### src/sac_pkg.sv
// constants shared by the conversion control block
// assumes one 125 MHz system clock and no software registers
package sac_pkg;

  // ===========================================================
  // clock and timing
  localparam int CLK_NS = 8;                  // system clock period
  localparam int PHASE_DIV = 8;               // external clocks per internal phase
  localparam int PHASE_W = 3;                 // divider counter width
  localparam logic [2:0] PHASE_LAST = 3'h7;   // last count of a phase
  localparam logic [2:0] PHASE_RST = 3'h0;    // divider count after reset

  // ===========================================================
  // conversion sequence
  localparam int STAGES = 8;                  // shift register stages and result bits
  localparam int CONV_CYC = STAGES * PHASE_DIV; // clocks of one conversion
  localparam logic [7:0] STAGE_FIRST = 8'h01; // marker entering the first stage
  localparam logic [7:0] STAGE_CLEAR = 8'h00; // shift register cleared
  localparam logic [7:0] TRIAL_MSB = 8'h80;   // first trial code
  localparam logic [7:0] RESULT_RST = 8'h00;  // result and tap after reset
  localparam logic [7:0] FULL_SCALE = 8'hff;  // full scale code

  // ===========================================================
  // end of conversion flag
  localparam int SET_HOLD_CYC = 8;            // clocks the set request stays active
  localparam logic [3:0] SET_CNT_RST = 4'h0;
  localparam logic [3:0] SET_CNT_LOAD = 4'h8;
  localparam int FREE_PULSE_NS = 300;         // free running flag pulse, upper figure
  localparam int FREE_PULSE_CYC = FREE_PULSE_NS / CLK_NS; // rounded down

  // ===========================================================
  // synchroniser
  localparam int SYNC_W = 2;                  // chip select and write start
  localparam logic [1:0] SYNC_RST = 2'h3;     // strobes idle high

endpackage

### src/sac_conv.sv
// successive approximation conversion control, top level
// assumes an outside comparator and ladder, and a bus that drives
// chip select, read and write start; data pins resolved outside
//
// Contract
// - msb first, eight trials, 64 clocks
// - straight binary, latch then flag low
// - new start aborts running conversion
// - select and start low set start flop
// - start falling edge clears sar and stages
// - held in reset while both low
// - conversion begins 1 to 8 clocks later
// - gated pulse clears start flop if released
// - phases run at one eighth clock
// - marker leaving last stage loads latch
// - data updated one clock before flag
// - set request lasts eight clocks
// - flag falls even with read held low
// - free running via flag looped to start
// - flag fall restarts and clears flag
// - free running flag pulse stays short
// - select and read low clear flag
// - select and read low drive data
// - select, read, start are active low
// - negative input above gives zero code
`timescale 1ns/1ns
module sac_conv (
  input wire logic SYS_CLK,
  input wire logic RESETN,
  input wire logic CS_N,
  input wire logic RD_N,
  input wire logic WR_N,
  input wire logic CMP_ABOVE,
  output logic [7:0] TAP_CODE,
  output logic [7:0] DATA_OUT,
  output logic DATA_OE,
  output logic CONVERSION_DONE_N
);

  // ===========================================================
  // declarations
  logic [1:0] strobe_sync;
  logic tick;
  logic wr_prev;
  logic start_flop;
  logic first_stage_flop;
  logic [7:0] stage;
  logic [7:0] sar;
  logic [3:0] set_cnt;
  logic [7:0] next_sar;
  logic [7:0] next_stage;
  logic [3:0] next_set_cnt;

  // ===========================================================
  // input synchronisation
  // strobe synchronisers
  sac_sync #(
    .WIDTH(sac_pkg::SYNC_W),
    .RST_VAL(sac_pkg::SYNC_RST)
  ) u_sync (
    .clk(SYS_CLK),
    .resetn(RESETN),
    .async_in({CS_N, WR_N}),
    .sync_out(strobe_sync)
  );

  // one phase tick per eight clocks
  sac_phase #(
    .DIV_W(sac_pkg::PHASE_W)
  ) u_phase (
    .clk(SYS_CLK),
    .resetn(RESETN),
    .tick(tick)
  );

  // ===========================================================
  // decoded controls
  wire cs_s_n = strobe_sync[1];
  wire wr_s_n = strobe_sync[0];
  wire start_set = !cs_s_n && !wr_s_n;
  wire rd_sel = !CS_N && !RD_N;
  wire wr_fell = wr_prev && !wr_s_n;
  // gated clear of the start flop
  wire start_clear_gate = tick && first_stage_flop;
  wire start_release = start_clear_gate && !start_set;
  wire converting = !start_flop && (stage != sac_pkg::STAGE_CLEAR);
  wire trial_end = tick && converting;
  wire result_transfer_gate = trial_end && stage[sac_pkg::STAGES-1];
  wire set_act = (set_cnt != sac_pkg::SET_CNT_RST);
  // start flop holds reset except on its own release tick
  // looped flag restarts through strobes
  wire conv_reset = (start_flop && !start_release) || start_set || wr_fell;

  // ===========================================================
  // trial arithmetic
  // keep trial bit only when input is above tap
  // comparator low clears only the trial bit
  wire [7:0] trial_bit = {<<{stage}};
  wire [7:0] decided = CMP_ABOVE ? sar : (sar & ~trial_bit);
  // straight binary word, msb resolved first
  wire [7:0] result_word = decided;
  wire [7:0] next_trial = {1'b0, trial_bit[7:1]};

  // next sar value
  // msb first, one trial per phase
  assign next_sar = conv_reset ? sac_pkg::RESULT_RST :
                    start_release ? sac_pkg::TRIAL_MSB :
                    trial_end ? (decided | next_trial) : sar;

  // next shift register value
  // restart clears stages mid conversion
  assign next_stage = conv_reset ? sac_pkg::STAGE_CLEAR :
                      start_release ? sac_pkg::STAGE_FIRST :
                      trial_end ? {stage[6:0], 1'b0} : stage;

  // set request countdown, loaded on the same clock as the transfer
  // eight clock set request
  assign next_set_cnt = conv_reset ? sac_pkg::SET_CNT_RST :
                        result_transfer_gate ? sac_pkg::SET_CNT_LOAD :
                        set_act ? set_cnt - 1'b1 : set_cnt;

  // ===========================================================
  // start flop and first stage
  // set start flop, load first stage
  always_ff @(posedge SYS_CLK or negedge RESETN) begin
    if (!RESETN) begin
      start_flop <= 1'b0;
      first_stage_flop <= 1'b0;
      wr_prev <= 1'b1;
    end else begin
      wr_prev <= wr_s_n;
      if (start_set) begin
        start_flop <= 1'b1;
      end else if (start_release) begin
        start_flop <= 1'b0;
      end
      if (start_release) begin
        first_stage_flop <= 1'b0;
      end else if (start_flop && tick) begin
        first_stage_flop <= 1'b1;
      end
    end
  end

  // shift register, sar and countdown
  always_ff @(posedge SYS_CLK or negedge RESETN) begin
    if (!RESETN) begin
      stage <= sac_pkg::STAGE_CLEAR;
      sar <= sac_pkg::RESULT_RST;
      set_cnt <= sac_pkg::SET_CNT_RST;
    end else begin
      stage <= next_stage;
      sar <= next_sar;
      set_cnt <= next_set_cnt;
    end
  end

  // ===========================================================
  // output latch and flag
  // data lands one clock before flag falls
  // start clears the flag in free running use
  // free running pulse ends within a few clocks
  // select and read clear the flag
  always_ff @(posedge SYS_CLK or negedge RESETN) begin
    if (!RESETN) begin
      DATA_OUT <= sac_pkg::RESULT_RST;
      CONVERSION_DONE_N <= 1'b1;
      TAP_CODE <= sac_pkg::RESULT_RST;
      DATA_OE <= 1'b0;
    end else begin
      TAP_CODE <= next_sar;
      if (result_transfer_gate) begin
        DATA_OUT <= result_word;
      end
      if (conv_reset) begin
        CONVERSION_DONE_N <= 1'b1;
      end else if (set_act) begin
        CONVERSION_DONE_N <= 1'b0;
      end else if (rd_sel) begin
        CONVERSION_DONE_N <= 1'b1;
      end
      // drivers enabled by select and read
      DATA_OE <= rd_sel;
    end
  end
endmodule // sac_conv

### src/sac_phase.sv
// divider giving one enable pulse per internal phase
// assumes a free running system clock
`timescale 1ns/1ns
module sac_phase #(
  parameter int DIV_W = sac_pkg::PHASE_W
) (
  input wire logic clk,
  input wire logic resetn,
  output logic tick
);

  logic [DIV_W-1:0] cnt;
  logic [DIV_W-1:0] next_cnt;
  wire last = (cnt == sac_pkg::PHASE_LAST);

  // ===========================================================
  // wrap counter
  assign next_cnt = last ? sac_pkg::PHASE_RST : cnt + 1'b1;

  // counter and registered tick
  always_ff @(posedge clk or negedge resetn) begin
    if (!resetn) begin
      cnt <= sac_pkg::PHASE_RST;
      tick <= 1'b0;
    end else begin
      cnt <= next_cnt;
      tick <= last;
    end
  end

endmodule // sac_phase

### src/sac_sync.sv
// two flip-flop synchroniser for a group of level inputs
// assumes inputs may change at any time relative to the clock
`timescale 1ns/1ns
module sac_sync #(
  parameter int WIDTH = sac_pkg::SYNC_W,
  parameter logic [WIDTH-1:0] RST_VAL = sac_pkg::SYNC_RST
) (
  input wire logic clk,
  input wire logic resetn,
  input wire logic [WIDTH-1:0] async_in,
  output logic [WIDTH-1:0] sync_out
);

  logic [WIDTH-1:0] meta;

  // ===========================================================
  // two stage capture; first stage feeds only the second
  always_ff @(posedge clk or negedge resetn) begin
    if (!resetn) begin
      meta <= RST_VAL;
      sync_out <= RST_VAL;
    end else begin
      meta <= async_in;
      sync_out <= meta;
    end
  end

endmodule // sac_sync

### config.mk
export PLATFORM = sky130hd
export DESIGN_NAME = sac_conv
export DESIGN_NICKNAME = d
export VERILOG_FILES = /design/src/sac_pkg.sv /design/src/sac_conv.sv /design/src/sac_phase.sv /design/src/sac_sync.sv
export SDC_FILE = /design/constraint.sdc
export NUM_CORES = 1
export LEC_CHECK = 0
export ABC_AREA = 1
export BUFFER_PORTS_ARGS = -buffer_cell sky130_fd_sc_hd__buf_4
export CAP_MARGIN = 15
export CELL_PAD_IN_SITES_DETAIL_PLACEMENT = 1
export CELL_PAD_IN_SITES_GLOBAL_PLACEMENT = 1
export CORE_UTILIZATION = 47
export DETAILED_ROUTE_END_ITERATION = 7
export GPL_ROUTABILITY_DRIVEN = 0
export HOLD_SLACK_MARGIN = 0.1
export PLACE_DENSITY_LB_ADDON = 0.12
export REMOVE_ABC_BUFFERS = 1
export SLEW_MARGIN = 20
export SYNTH_ARGS = -nofsm -noshare
export SYNTH_HDL_FRONTEND = slang
export SYNTH_SLANG_ARGS = --single-unit
### constraint.sdc
create_clock -name SYS_CLK -period 3.76 [get_ports SYS_CLK]
set_clock_uncertainty 0.05 [all_clocks]
set_input_delay 0.564 -clock SYS_CLK [delete_from_list [all_inputs] [get_ports SYS_CLK]]
set_output_delay 0.564 -clock SYS_CLK [all_outputs]
set_load 0.01 [all_outputs]
; Word-level counts from Yosys, hierarchy flattened
; Index checks and enable logic that the tools add are counted.
[classes]
addsub = 2
n_bitwise = 3
n_reduce_logical = 26
n_mux = 18
eq_ne = 1
[op_table]
columns = cell, count
row1 = 2-to-1 mux 8 bit, 7
row2 = 2-to-1 mux 4 bit, 3
row3 = logical AND 1 bit, 10
row4 = nonzero test 3 bit, 3
row5 = AND 8 bit, 1
row6 = NOT 8 bit, 1
row7 = OR 8 x 7 -> 8 bit, 1
row8 = nonzero test 8 bit, 1
row9 = logical NOT 1 bit, 7
row10 = 2-to-1 mux 1 bit, 7
row11 = nonzero test 2 bit, 2
row12 = nonzero test 4 bit, 1
row13 = "subtractor 4 x 1 -> 4 bit, second input constant", 1
row14 = "adder 3 x 1 -> 3 bit, second input constant", 1
row15 = "equality test 3 bit, second input constant", 1
row16 = 2-to-1 mux 3 bit, 1
row17 = logical OR 1 bit, 2
[totals]
reg_bits = 41
output_inout_bits = 18
elab_cells = 63
input_bits = 6

; Depth between registers and ports, before layout
; Gate-level depths: netlist (run 1).
[logic_depth]
depth_word = 9
ltp_mapped = 9
ltp_nobuf = 8

; By module
; From an unflattened synthesis (run 1), not the netlist that was laid out.
[unflattened]
hier_cells = 191
hier_area_um2 = 1859.3
[modules_own_cells]
columns = module, seq_area_each_um2, instances, area_per_inst_um2, cells_each
row1 = sac_conv, 828.3, 1, 1625.3, 180
row2 = sac_phase, 100.1, 1, 128.9, 7
row3 = sac_sync, 105.1, 1, 105.1, 4

; Worst setup path after synthesis (run 1)
; OpenSTA, ideal clock, no wires.
[synth_timing]
path_kind = register -> register
start = register u_sync.sync_out[0]
end = register stage[2]
synth_period_minus_slack_ns = 1.351
required_time_ns = 3.636
arrival_time_ns = 1.227
path_stages_with_launch = 8
setup_ns = 0.074
path_slack_ns = 2.409
n_path_buf = 1
path_cell_list = dfstp_2 inv_1 nand2_1 nand3_4 nor2_8 buf_8 nand3_1 o21ai_2
[synth_via]
elab_chain_cells = 9
elab_cells_between_ends = 12
classes_between = mux (2) / reduce/logical (10)
[synth_rtl]
columns = element, line
row1 = from (decl), sac_sync.sv:11  ; output logic [WIDTH-1:0] sync_out
row2 = from (signal assigned), sac_sync.sv:24  ; sync_out <= meta;
row3 = logical NOT 1 bit (*), "sac_conv.sv:80, sac_conv.sv:82"
row4 = logical AND 1 bit, sac_conv.sv:80  ; wire start_set = !cs_s_n && !wr_s_n;
row5 = logical NOT 1 bit, sac_conv.sv:85  ; wire start_release = start_clear_gate && !start_set;
row6 = logical AND 1 bit, sac_conv.sv:85
row7 = logical NOT 1 bit, sac_conv.sv:92  ; wire conv_reset = (start_flop && !start_release) || start_set || wr_fell;
row8 = logical AND 1 bit, sac_conv.sv:92
row9 = logical OR 1 bit (2 in series), sac_conv.sv:92
row10 = nonzero test 3 bit (no line) / 2-to-1 mux 8 bit (equally long branches), -
row11 = to (signal assigned), sac_conv.sv:148  ; stage <= sac_pkg::STAGE_CLEAR;
row12 = to (signal assigned), sac_conv.sv:152  ; stage <= next_stage;
row13 = to (decl), sac_conv.sv:47  ; logic [7:0] stage;
; Mark *: on every way between the ends. The rest lies on a longest branch, timed or not.
; A chain may end at the register's enable or synchronous reset.

; Worst setup path after layout (run 1)
[layout_timing]
start = register u_sync.sync_out[0]
end = register TAP_CODE[7]
[layout_via]
elab_chain_cells = 9
elab_cells_between_ends = 12
classes_between = mux (2) / reduce/logical (10)
[layout_rtl]
columns = element, line
row1 = logical NOT 1 bit (*), "sac_conv.sv:80, sac_conv.sv:82"
row2 = logical AND 1 bit, sac_conv.sv:80
row3 = logical NOT 1 bit, sac_conv.sv:85
row4 = logical AND 1 bit, sac_conv.sv:85
row5 = logical NOT 1 bit, sac_conv.sv:92
row6 = logical AND 1 bit, sac_conv.sv:92
row7 = logical OR 1 bit (2 in series), sac_conv.sv:92
row8 = nonzero test 3 bit (no line) / 2-to-1 mux 8 bit (equally long branches), -
row9 = to (signal assigned), sac_conv.sv:168  ; TAP_CODE <= sac_pkg::RESULT_RST;
row10 = to (signal assigned), sac_conv.sv:171  ; TAP_CODE <= next_sar;
row11 = to (decl), sac_conv.sv:34  ; output logic [7:0] TAP_CODE,
; Marks and branches as above.

==> Flow_metrics.wiki, run 1 <==
{| class="wikitable"
! Metric !! Value
|-
| Fin crit period || roughly 1.6 ns
|-
| Max-cap violations || 0
|-
| Starting density of the core || between 40 and 50%
|-
| CP startpoint kind || flop
|-
| Critical setup path kind || flop to flop
|-
| Worst Slack Setup Final || 2.12 ns
|-
| Site row count || 22
|-
| Max stage delay cell, worst path || sky130_fd_sc_hd__dfstp_2
|-
| Most used cell along the critical path || sky130_fd_sc_hd__nand2_1
|-
| First-pass iteration count of the detailed router || 4
|-
| Flop pwr share || a little over half
|-
| Half-perimeter wire length of the detailed placement result || 2450 µm
|-
| Number of vias per cell after detailed routing || 5.17
|-
| Count of clock tree sinks || slightly above 40
|-
| Max incr delay on CP || 0.54 ns
|-
| Final hold violation count || 0
|-
| Overall via count from detail_route || roughly 1300
|-
| Post-route non-filler standard cell count || around 250
|-
| Sw Share || a little over a fifth
|-
| Multi-input logic area || 637 µm²
|-
| Global-route wire length before repair || around 6400 µm
|-
| Internal power summed over all cells || 683 µW
|-
| Number of standard cells after synthesis || 180
|-
| Hold Buf Count CTS || 0
|-
| Launch instance of the worst register-to-register path || u_sync.sync_out[0]
|-
| Inserted Diodes || 0
|-
| Final wirelength || between 3000 and 4000 µm
|-
| Kind of end point of the critical path || flop
|-
| Fraction of final layout cells with drive strength greater than 1 || about a quarter
|-
| Static leakage || between 1 and 1.5 nW
|-
| Number of cells on the worst reg-to-reg path || 7
|-
| Core region area || 0.00366 mm²
|-
| Clock power share || 41.3%
|-
| Worst slew slack as a fraction of its limit || 65.1%
|-
| Number of buffers inserted during clock tree synthesis || 5
|-
| Number of instances resized during post-cts repair || 0
|-
| Maximum clock path buffer count || 2
|-
| Place WS || approximately 2.1 ns
|-
| Data required time at the worst endpoint || approximately 3.9 ns
|-
| Area taken by flip-flops and latches || between 0.001 and 0.0015 mm²
|-
| Sum of internal, switching and leakage power || about 870 µW
|-
| Post-DRT Antenna Nets || 0
|-
| Power per cell area || 417 mW/mm²
|-
| Clk_lat worst skew || roughly 0.29 ns
|-
| Max Transition Viols Final || 0
|-
| Top-level I/O count || 24
|-
| GR Overflow Total || 0
|-
| Clock tree from TritonCTS || built
|-
| Area growth from synthesis to final layout || 16.3%
|-
| Final setup violation count || 0
|-
| Routed met1 length || between 1500 and 2000 µm
|-
| Netlist Area Pre-Place || around 0.0018 mm²
|-
| Input/output buffers || 23
|-
| Per-cell routed wire length || 14.5 µm
|-
| Inst Count DP || approximately 250
|-
| Worst-Margin Slew || between 0.5 and 0.6 ns
|-
| Initial DRC Count || just under 70
|-
| Worst reg2reg path endpoint || TAP_CODE[7]
|-
| Combinational share of power || 6.3%
|-
| Final clock period utilization by the worst path || a little over two fifths
|-
| Psw || between 150 and 200 µW
|-
| CP delay by family, top || simple AND/OR/NAND/NOR gates
|-
| Synthesis-stage register bit count || between 40 and 50
|-
| Yosys synthesis warning count || 0
|-
| Clock input transition at the sequential cells of the worst setup and hold paths || around 0.080 ns
|-
| Share of synthesized area occupied by flip-flops and latches || between 50% and 60%
|-
| Crit-path cells || inv_1 -> nand2_1 -> nand3_4 -> nor2_8 -> nand2_4 -> nand2_1 -> nand2_1
|-
| Synthesized area per cell || roughly 10 µm²
|-
| Critical path fanouts, max || 23
|-
| Worst path bufs/invs || 1
|-
| Met3 wirelength from detailed routing || 131 µm
|-
| Max layer used || met4
|-
| Most frequent cells in the layout || sky130_fd_sc_hd__dfrtp_1, sky130_fd_sc_hd__nand2_1, sky130_fd_sc_hd__nand3_1
|-
| Final #Nets || 215
|-
| DIE WIDTH || ~64 µm
|-
| Root buffer cell || sky130_fd_sc_hd__clkbuf_8
|-
| IR drop worst, VDD || approximately 220 µV
|-
| Path category of the worst min-delay check || input pin to asynchronous set/reset pin
|-
| Run status || finished, final reports clean
|-
| Minimum setup slack among reg-to-reg paths || around 2.1 ns
|-
| Largest net degree at the start of global routing || 42
|-
| Setup TNS after final layout || 0 ns
|-
| FMAX || between 600 and 700 MHz
|-
| RSZ-0062 raised after global routing || false
|-
| Number of buffers inserted to repair setup after CTS || 0
|-
| DRC violation count after routing || 0
|-
| Number of unique standard cell types used by synthesis || 27
|-
| Fillers || 412
|-
| Crit. path cell count || 7
|-
| Die outline height || between 60 and 70 µm
|-
| Initial antenna violation count || 0
|-
| All-Layer GR Usage || between 20% and 30%
|-
| Vias in the first global route || 1321
|-
| Most common cell after layout, fill and taps aside || sky130_fd_sc_hd__dfrtp_1
|-
| Die Area || around 0.0041 mm²
|-
| Count of H-tree levels built during CTS || 2
|-
| Arrival @ worst endpoint || 1.77 ns
|-
| Met2 Wirelength || about 1800 µm
|}
[sequential cells by signal, indices dropped and copies added, names as in the netlist, 2 cells and up]
register	flops
u_phase.cnt	3
stage	8
TAP_CODE	8
u_sync.sync_out	2
DATA_OUT	8
u_sync.meta	2
set_cnt	4
[layer usage]
metal	track usage (%)	up-vias
li1	-	638
met1	27.6	643
met2	33.2	25
met3	5.00	6
met4	7.39	0
met5	0	-
[cells in the mapped netlist, drive strengths merged]
library cell,instances,area [µm²]
dfrtp,35,876
dfstp,6,158
o21ai,24,124
nand2,39,174
nand3,29,163
a21oi,4,31.3
xnor2,1,8.76
buf,5,56.3
ha,4,50.1
nand4,2,12.5
o22ai,1,6.26
inv,19,73.8
nor2,10,58.8
xor2,1,8.76
[area by class of cell]
class | count | area share (%)
clock buffer | 7 | 4.12
multi-input combinational | 115 | 30.4
tap | 48 | 2.87
inverter | 19 | 3.53
clock inverter | 1 | 1.43
timing repair buffer | 23 | 8.25
sequential | 41 | 49.4
[worst max-delay path by stage]
stage / endpoint / start
floorplan: TAP_CODE[7] / u_sync.sync_out[0]
global placement: TAP_CODE[7] / u_sync.sync_out[0]
detailed placement: TAP_CODE[7] / u_sync.sync_out[0]
CTS: TAP_CODE[7] / u_sync.sync_out[0]
global route: DATA_OUT[1] / stage[0]
finish: TAP_CODE[7] / u_sync.sync_out[0]
[metrics by stage]
stage	utilization (%)	hold WS, ns	area, µm²
2_1_floorplan	-	0.218	1740
3_3_place_gp	54.0	0.299	1980
3_5_place_dp	54.0	0.300	1980
4_1_cts	57.2	0.210	2090
5_1_grt	57.2	0.213	2090
6_report	57.2	0.191	2090
[power groups by stage]
| stage | Combinational (mW) | Sequential [mW] | Clock, mW |
|---|---|---|---|
| floorplan | 0.0305 | 0.465 | 0 |
| global placement | 0.0533 | 0.465 | 0 |
| detailed placement | 0.0556 | 0.466 | 0 |
| CTS | 0.0566 | 0.457 | 0.371 |
| global route | 0.0613 | 0.458 | 0.389 |
| finish | 0.0551 | 0.457 | 0.361 |
[worst reg2reg max path: stages (launching register included)]
cell	delay (ns)
sky130_fd_sc_hd__dfstp_2	0.54
sky130_fd_sc_hd__inv_1	0.08
sky130_fd_sc_hd__nand2_1	0.13
sky130_fd_sc_hd__nand3_4	0.14
sky130_fd_sc_hd__nor2_8	0.32
sky130_fd_sc_hd__nand2_4	0.14
sky130_fd_sc_hd__nand2_1	0.09
sky130_fd_sc_hd__nand2_1	0.05
[kinds of logic after synthesis]
kind of cell    share of synthesized area, %
xor+xnor                               0.973
fa+ha+maj                               2.78
simple gates                            22.7
flops                                   57.4
compound gates                          8.96
buf+inv                                 7.23
(Power assumes the default switching activity.)
==> run 2: changes to the inputs <==
--- a/config.mk
+++ b/config.mk
@@ -10,7 +10,7 @@
 export CAP_MARGIN = 15
 export CELL_PAD_IN_SITES_DETAIL_PLACEMENT = 1
 export CELL_PAD_IN_SITES_GLOBAL_PLACEMENT = 1
-export CORE_UTILIZATION = 47
+export CORE_UTILIZATION = 39
 export DETAILED_ROUTE_END_ITERATION = 7
 export GPL_ROUTABILITY_DRIVEN = 0
 export HOLD_SLACK_MARGIN = 0.1
==> constraint.sdc (replaced) <==
create_clock -name SYS_CLK -period 1.4 [get_ports SYS_CLK]
set_clock_uncertainty 0.05 [all_clocks]
set_input_delay 0.21 -clock SYS_CLK [delete_from_list [all_inputs] [get_ports SYS_CLK]]
set_output_delay 0.21 -clock SYS_CLK [all_outputs]
set_load 0.01 [all_outputs]
==> run 2 against run 1 <==
Compared with the run above:
- the flow now finishes with violations (setup timing)
- critical path depth is the same
- critical endpoint is now TAP_CODE[2]
- largest cell class unchanged
- flip-flop and latch count is the same
- worst hold slack gained 0.11 ns
- first-iteration DRC count shrank 1.5%
- count of clock-buffer cells in the layout grew 1
- non-clock buffer count grew 25
- die area grew 20%
- register-to-register slack lost 2.2 ns
==> Flow_metrics.wiki, run 2 (synthesis results as in run 1) <==
{| class="wikitable"
! Metric !! Value
|-
| DRC violation count after routing || 0 (unchanged)
|-
| Initial DRC Count || 67 (-1.5%)
|-
| Count of clock tree sinks || 41 (unchanged)
|-
| Root buffer cell || sky130_fd_sc_hd__clkbuf_8
|-
| Final hold slack || 0.302 ns (+0.110 ns)
|-
| Arrival @ worst endpoint || 1.57 ns (-0.20 ns)
|-
| Crit-path cells || inv_4 -> a21oi_4 -> nor2_8 -> buf_12 -> buf_12 -> nand3_1 -> nand2_1
|-
| Initial antenna violation count || 0 (unchanged)
|-
| Max stage delay cell, worst path || sky130_fd_sc_hd__dfstp_2
|-
| Number of buffers inserted during clock tree synthesis || 5 (unchanged)
|-
| Final Instance Area || 0.00245 mm² (+17%)
|-
| Final setup violation count || 7 (+7)
|-
| Registers with the highest flip-flop counts || DATA_OUT (8), TAP_CODE (8), stage (8)
|-
| Number of vias per cell after detailed routing || 5.02 (-2.9%)
|-
| Area taken by flip-flops and latches || 0.00103 mm² (unchanged)
|-
| Place WS || -0.0576 ns (-2.18 ns)
|-
| Largest net degree at the start of global routing || 42 (unchanged)
|-
| Fraction of final layout cells with drive strength greater than 1 || 41.1% (+17 points)
|-
| Critical setup path kind || flop to flop
|-
| Violated checks || setup timing
|-
| Fillers || 502 (+22%)
|-
| RSZ-0062 raised after global routing || true
|-
| Post-DRT Antenna Nets || 0 (unchanged)
|-
| Most common cell after layout, fill and taps aside || sky130_fd_sc_hd__buf_4
|-
| Overall via count from detail_route || 1420 (+8.2%)
|-
| Final #Nets || 240 (+12%)
|-
| Final wirelength || 4260 µm (+16%)
|-
| Data required time at the worst endpoint || 1.53 ns (-2.37 ns)
|-
| Static leakage || 1.22 nW (+14%)
|-
| Input/output buffers || 23 (unchanged)
|-
| Vias in the first global route || 1528 (+16%)
|-
| Count of H-tree levels built during CTS || 2 (unchanged)
|-
| Max incr delay on CP || 0.55 ns (about the same)
|-
| Site row count || 24 (+9.1%)
|-
| Clock input transition at the sequential cells of the worst setup and hold paths || 0.08 ns (about the same)
|-
| Clock tree from TritonCTS || built
|-
| Core region area || 0.00438 mm² (+20%)
|-
| Most used cell along the critical path || sky130_fd_sc_hd__buf_12
|-
| Per-cell routed wire length || 15.1 µm (+3.9%)
|-
| Worst Slack Setup Final || -0.0409 ns (-2.17 ns)
|-
| Power per cell area || 934 mW/mm² (+120%)
|-
| Critical path fanouts, max || 5 (-78%)
|-
| Max Transition Viols Final || 0 (unchanged)
|-
| IR drop worst, VDD || 553 µV (+150%)
|-
| Clk_lat worst skew || 0.29 ns (about the same)
|-
| FMAX || 694 MHz (+14%)
|-
| Multi-input logic area || 751 µm² (+18%)
|-
| Run status || finished with violations
|-
| All-Layer GR Usage || 19.7% (-1.1 points)
|-
| Die outline height || 69.9 µm (+9.5%)
|-
| GR Overflow Total || 0 (unchanged)
|-
| Starting density of the core || 41.1% (-8.1 points)
|-
| Maximum clock path buffer count || 2 (unchanged)
|-
| Worst slew slack as a fraction of its limit || 65.8% (+0.70 points)
|-
| Area growth from synthesis to final layout || 36.3%
|-
| Layout Utilization || 56.0% (-1.2 points)
|-
| Inserted Diodes || 0 (unchanged)
|-
| Most frequent cells in the layout || sky130_fd_sc_hd__buf_4, sky130_fd_sc_hd__dfrtp_1, sky130_fd_sc_hd__nand2_1
|-
| DIE WIDTH || 69.9 µm (+9.5%)
|-
| Final clock period utilization by the worst path || 103% (+59 points)
|-
| Top-level I/O count || 24 (unchanged)
|-
| Fin crit period || 1.44 ns (-0.195 ns)
|-
| First-pass iteration count of the detailed router || 4 (unchanged)
|-
| Final hold violation count || 0 (unchanged)
|-
| Path category of the worst min-delay check || input pin to flop
|-
| Die Area || 0.00489 mm² (+20%)
|-
| Max-cap violations || 0 (unchanged)
|-
| Global-route wire length before repair || 7560 µm (+18%)
|-
| Cell area after placement || 0.00211 mm² (+6.7%)
|-
| CP startpoint kind || flop
|-
| Kind of end point of the critical path || flop
|-
| Worst-Margin Slew || 0.513 ns (-0.0104 ns)
|-
| Half-perimeter wire length of the detailed placement result || 2840 µm (+16%)
|}
==> run 2: cell types whose count changed in the layout (fill, tap and decap cells not counted), sizes merged <==
| cell | before | now |
|---|---|---|
| dlygate4sd3 | 0 | 4 |
| bufinv | 1 | 0 |
| buf | 23 | 44 |
| clkbuf | 7 | 8 |
==> run 2: repair_timing <==
action,in CTS,in global routing
hold buffers,4,0
resized for setup,20,15
setup buffers,6,3
endpoints found under the hold margin,38,0
setup endpoints to repair,18,22
pin swaps,5,9
cloned,2,0
==> run 2: layer usage <==
metal | share of wire [%] | vias to the layer above | global-route usage (%)
met5 | 0 | - | 0
met2 | 50 | 21 | 32.8
met3 | 2.7 | 7 | 3.46
li1 | - | 691 | -
met4 | 1.4 | 0 | 6.00
met1 | 46 | 701 | 26.3
==> run 2: cell type report <==
| class | count | area share [%] |
|---|---|---|
| Tap cell | 52 | 2.65 |
| Timing Repair Buffer | 48 | 17.7 |
| Inverter | 19 | 3.21 |
| Multi-Input combinational cell | 115 | 30.6 |
| Sequential cell | 41 | 42.1 |
| Clock buffer | 8 | 3.67 |
==> run 2: worst paths after layout <==
kind	end	slack (ns)	from	cells after the start
max	TAP_CODE[2]	-0.04	u_sync.sync_out[0]	7
min	DATA_OUT[4]	0.30	CMP_ABOVE	3
max reg2reg	TAP_CODE[2]	-0.04	u_sync.sync_out[0]	7
min reg2reg	u_sync.sync_out[0]	0.31	u_sync.meta[0]	0
max in group asynchronous	u_sync.meta[0]	0.54	RESETN	2
min in group asynchronous	set_cnt[2]	0.37	RESETN	2
==> run 2: where the power goes <==
| group | internal [mW] | switching, mW |
|---|---|---|
| clock | 0.402 | 0.388 |
| combinational | 0.124 | 0.146 |
| sequential | 1.21 | 0.0188 |
==> run 2: worst max-delay path, delay by kind of cell (launching register included) <==
family,cells,cell delay (ns)
AND/OR/NAND/NOR,3,0.22
flip-flops,1,0.55
AO/OA/AOI/OAI,1,0.19
buffers and inverters,3,0.32
==> run 2: through the flow <==
step	setup TNS, ns	power [mW]	instances
after CTS	-0.460	2.34	282
after global placement	0	1.43	262
after detailed placement	-0.349	1.44	262
final	-0.127	2.29	283
after floorplan	-0.0674	1.33	175
after global routing	-1.02	2.40	283
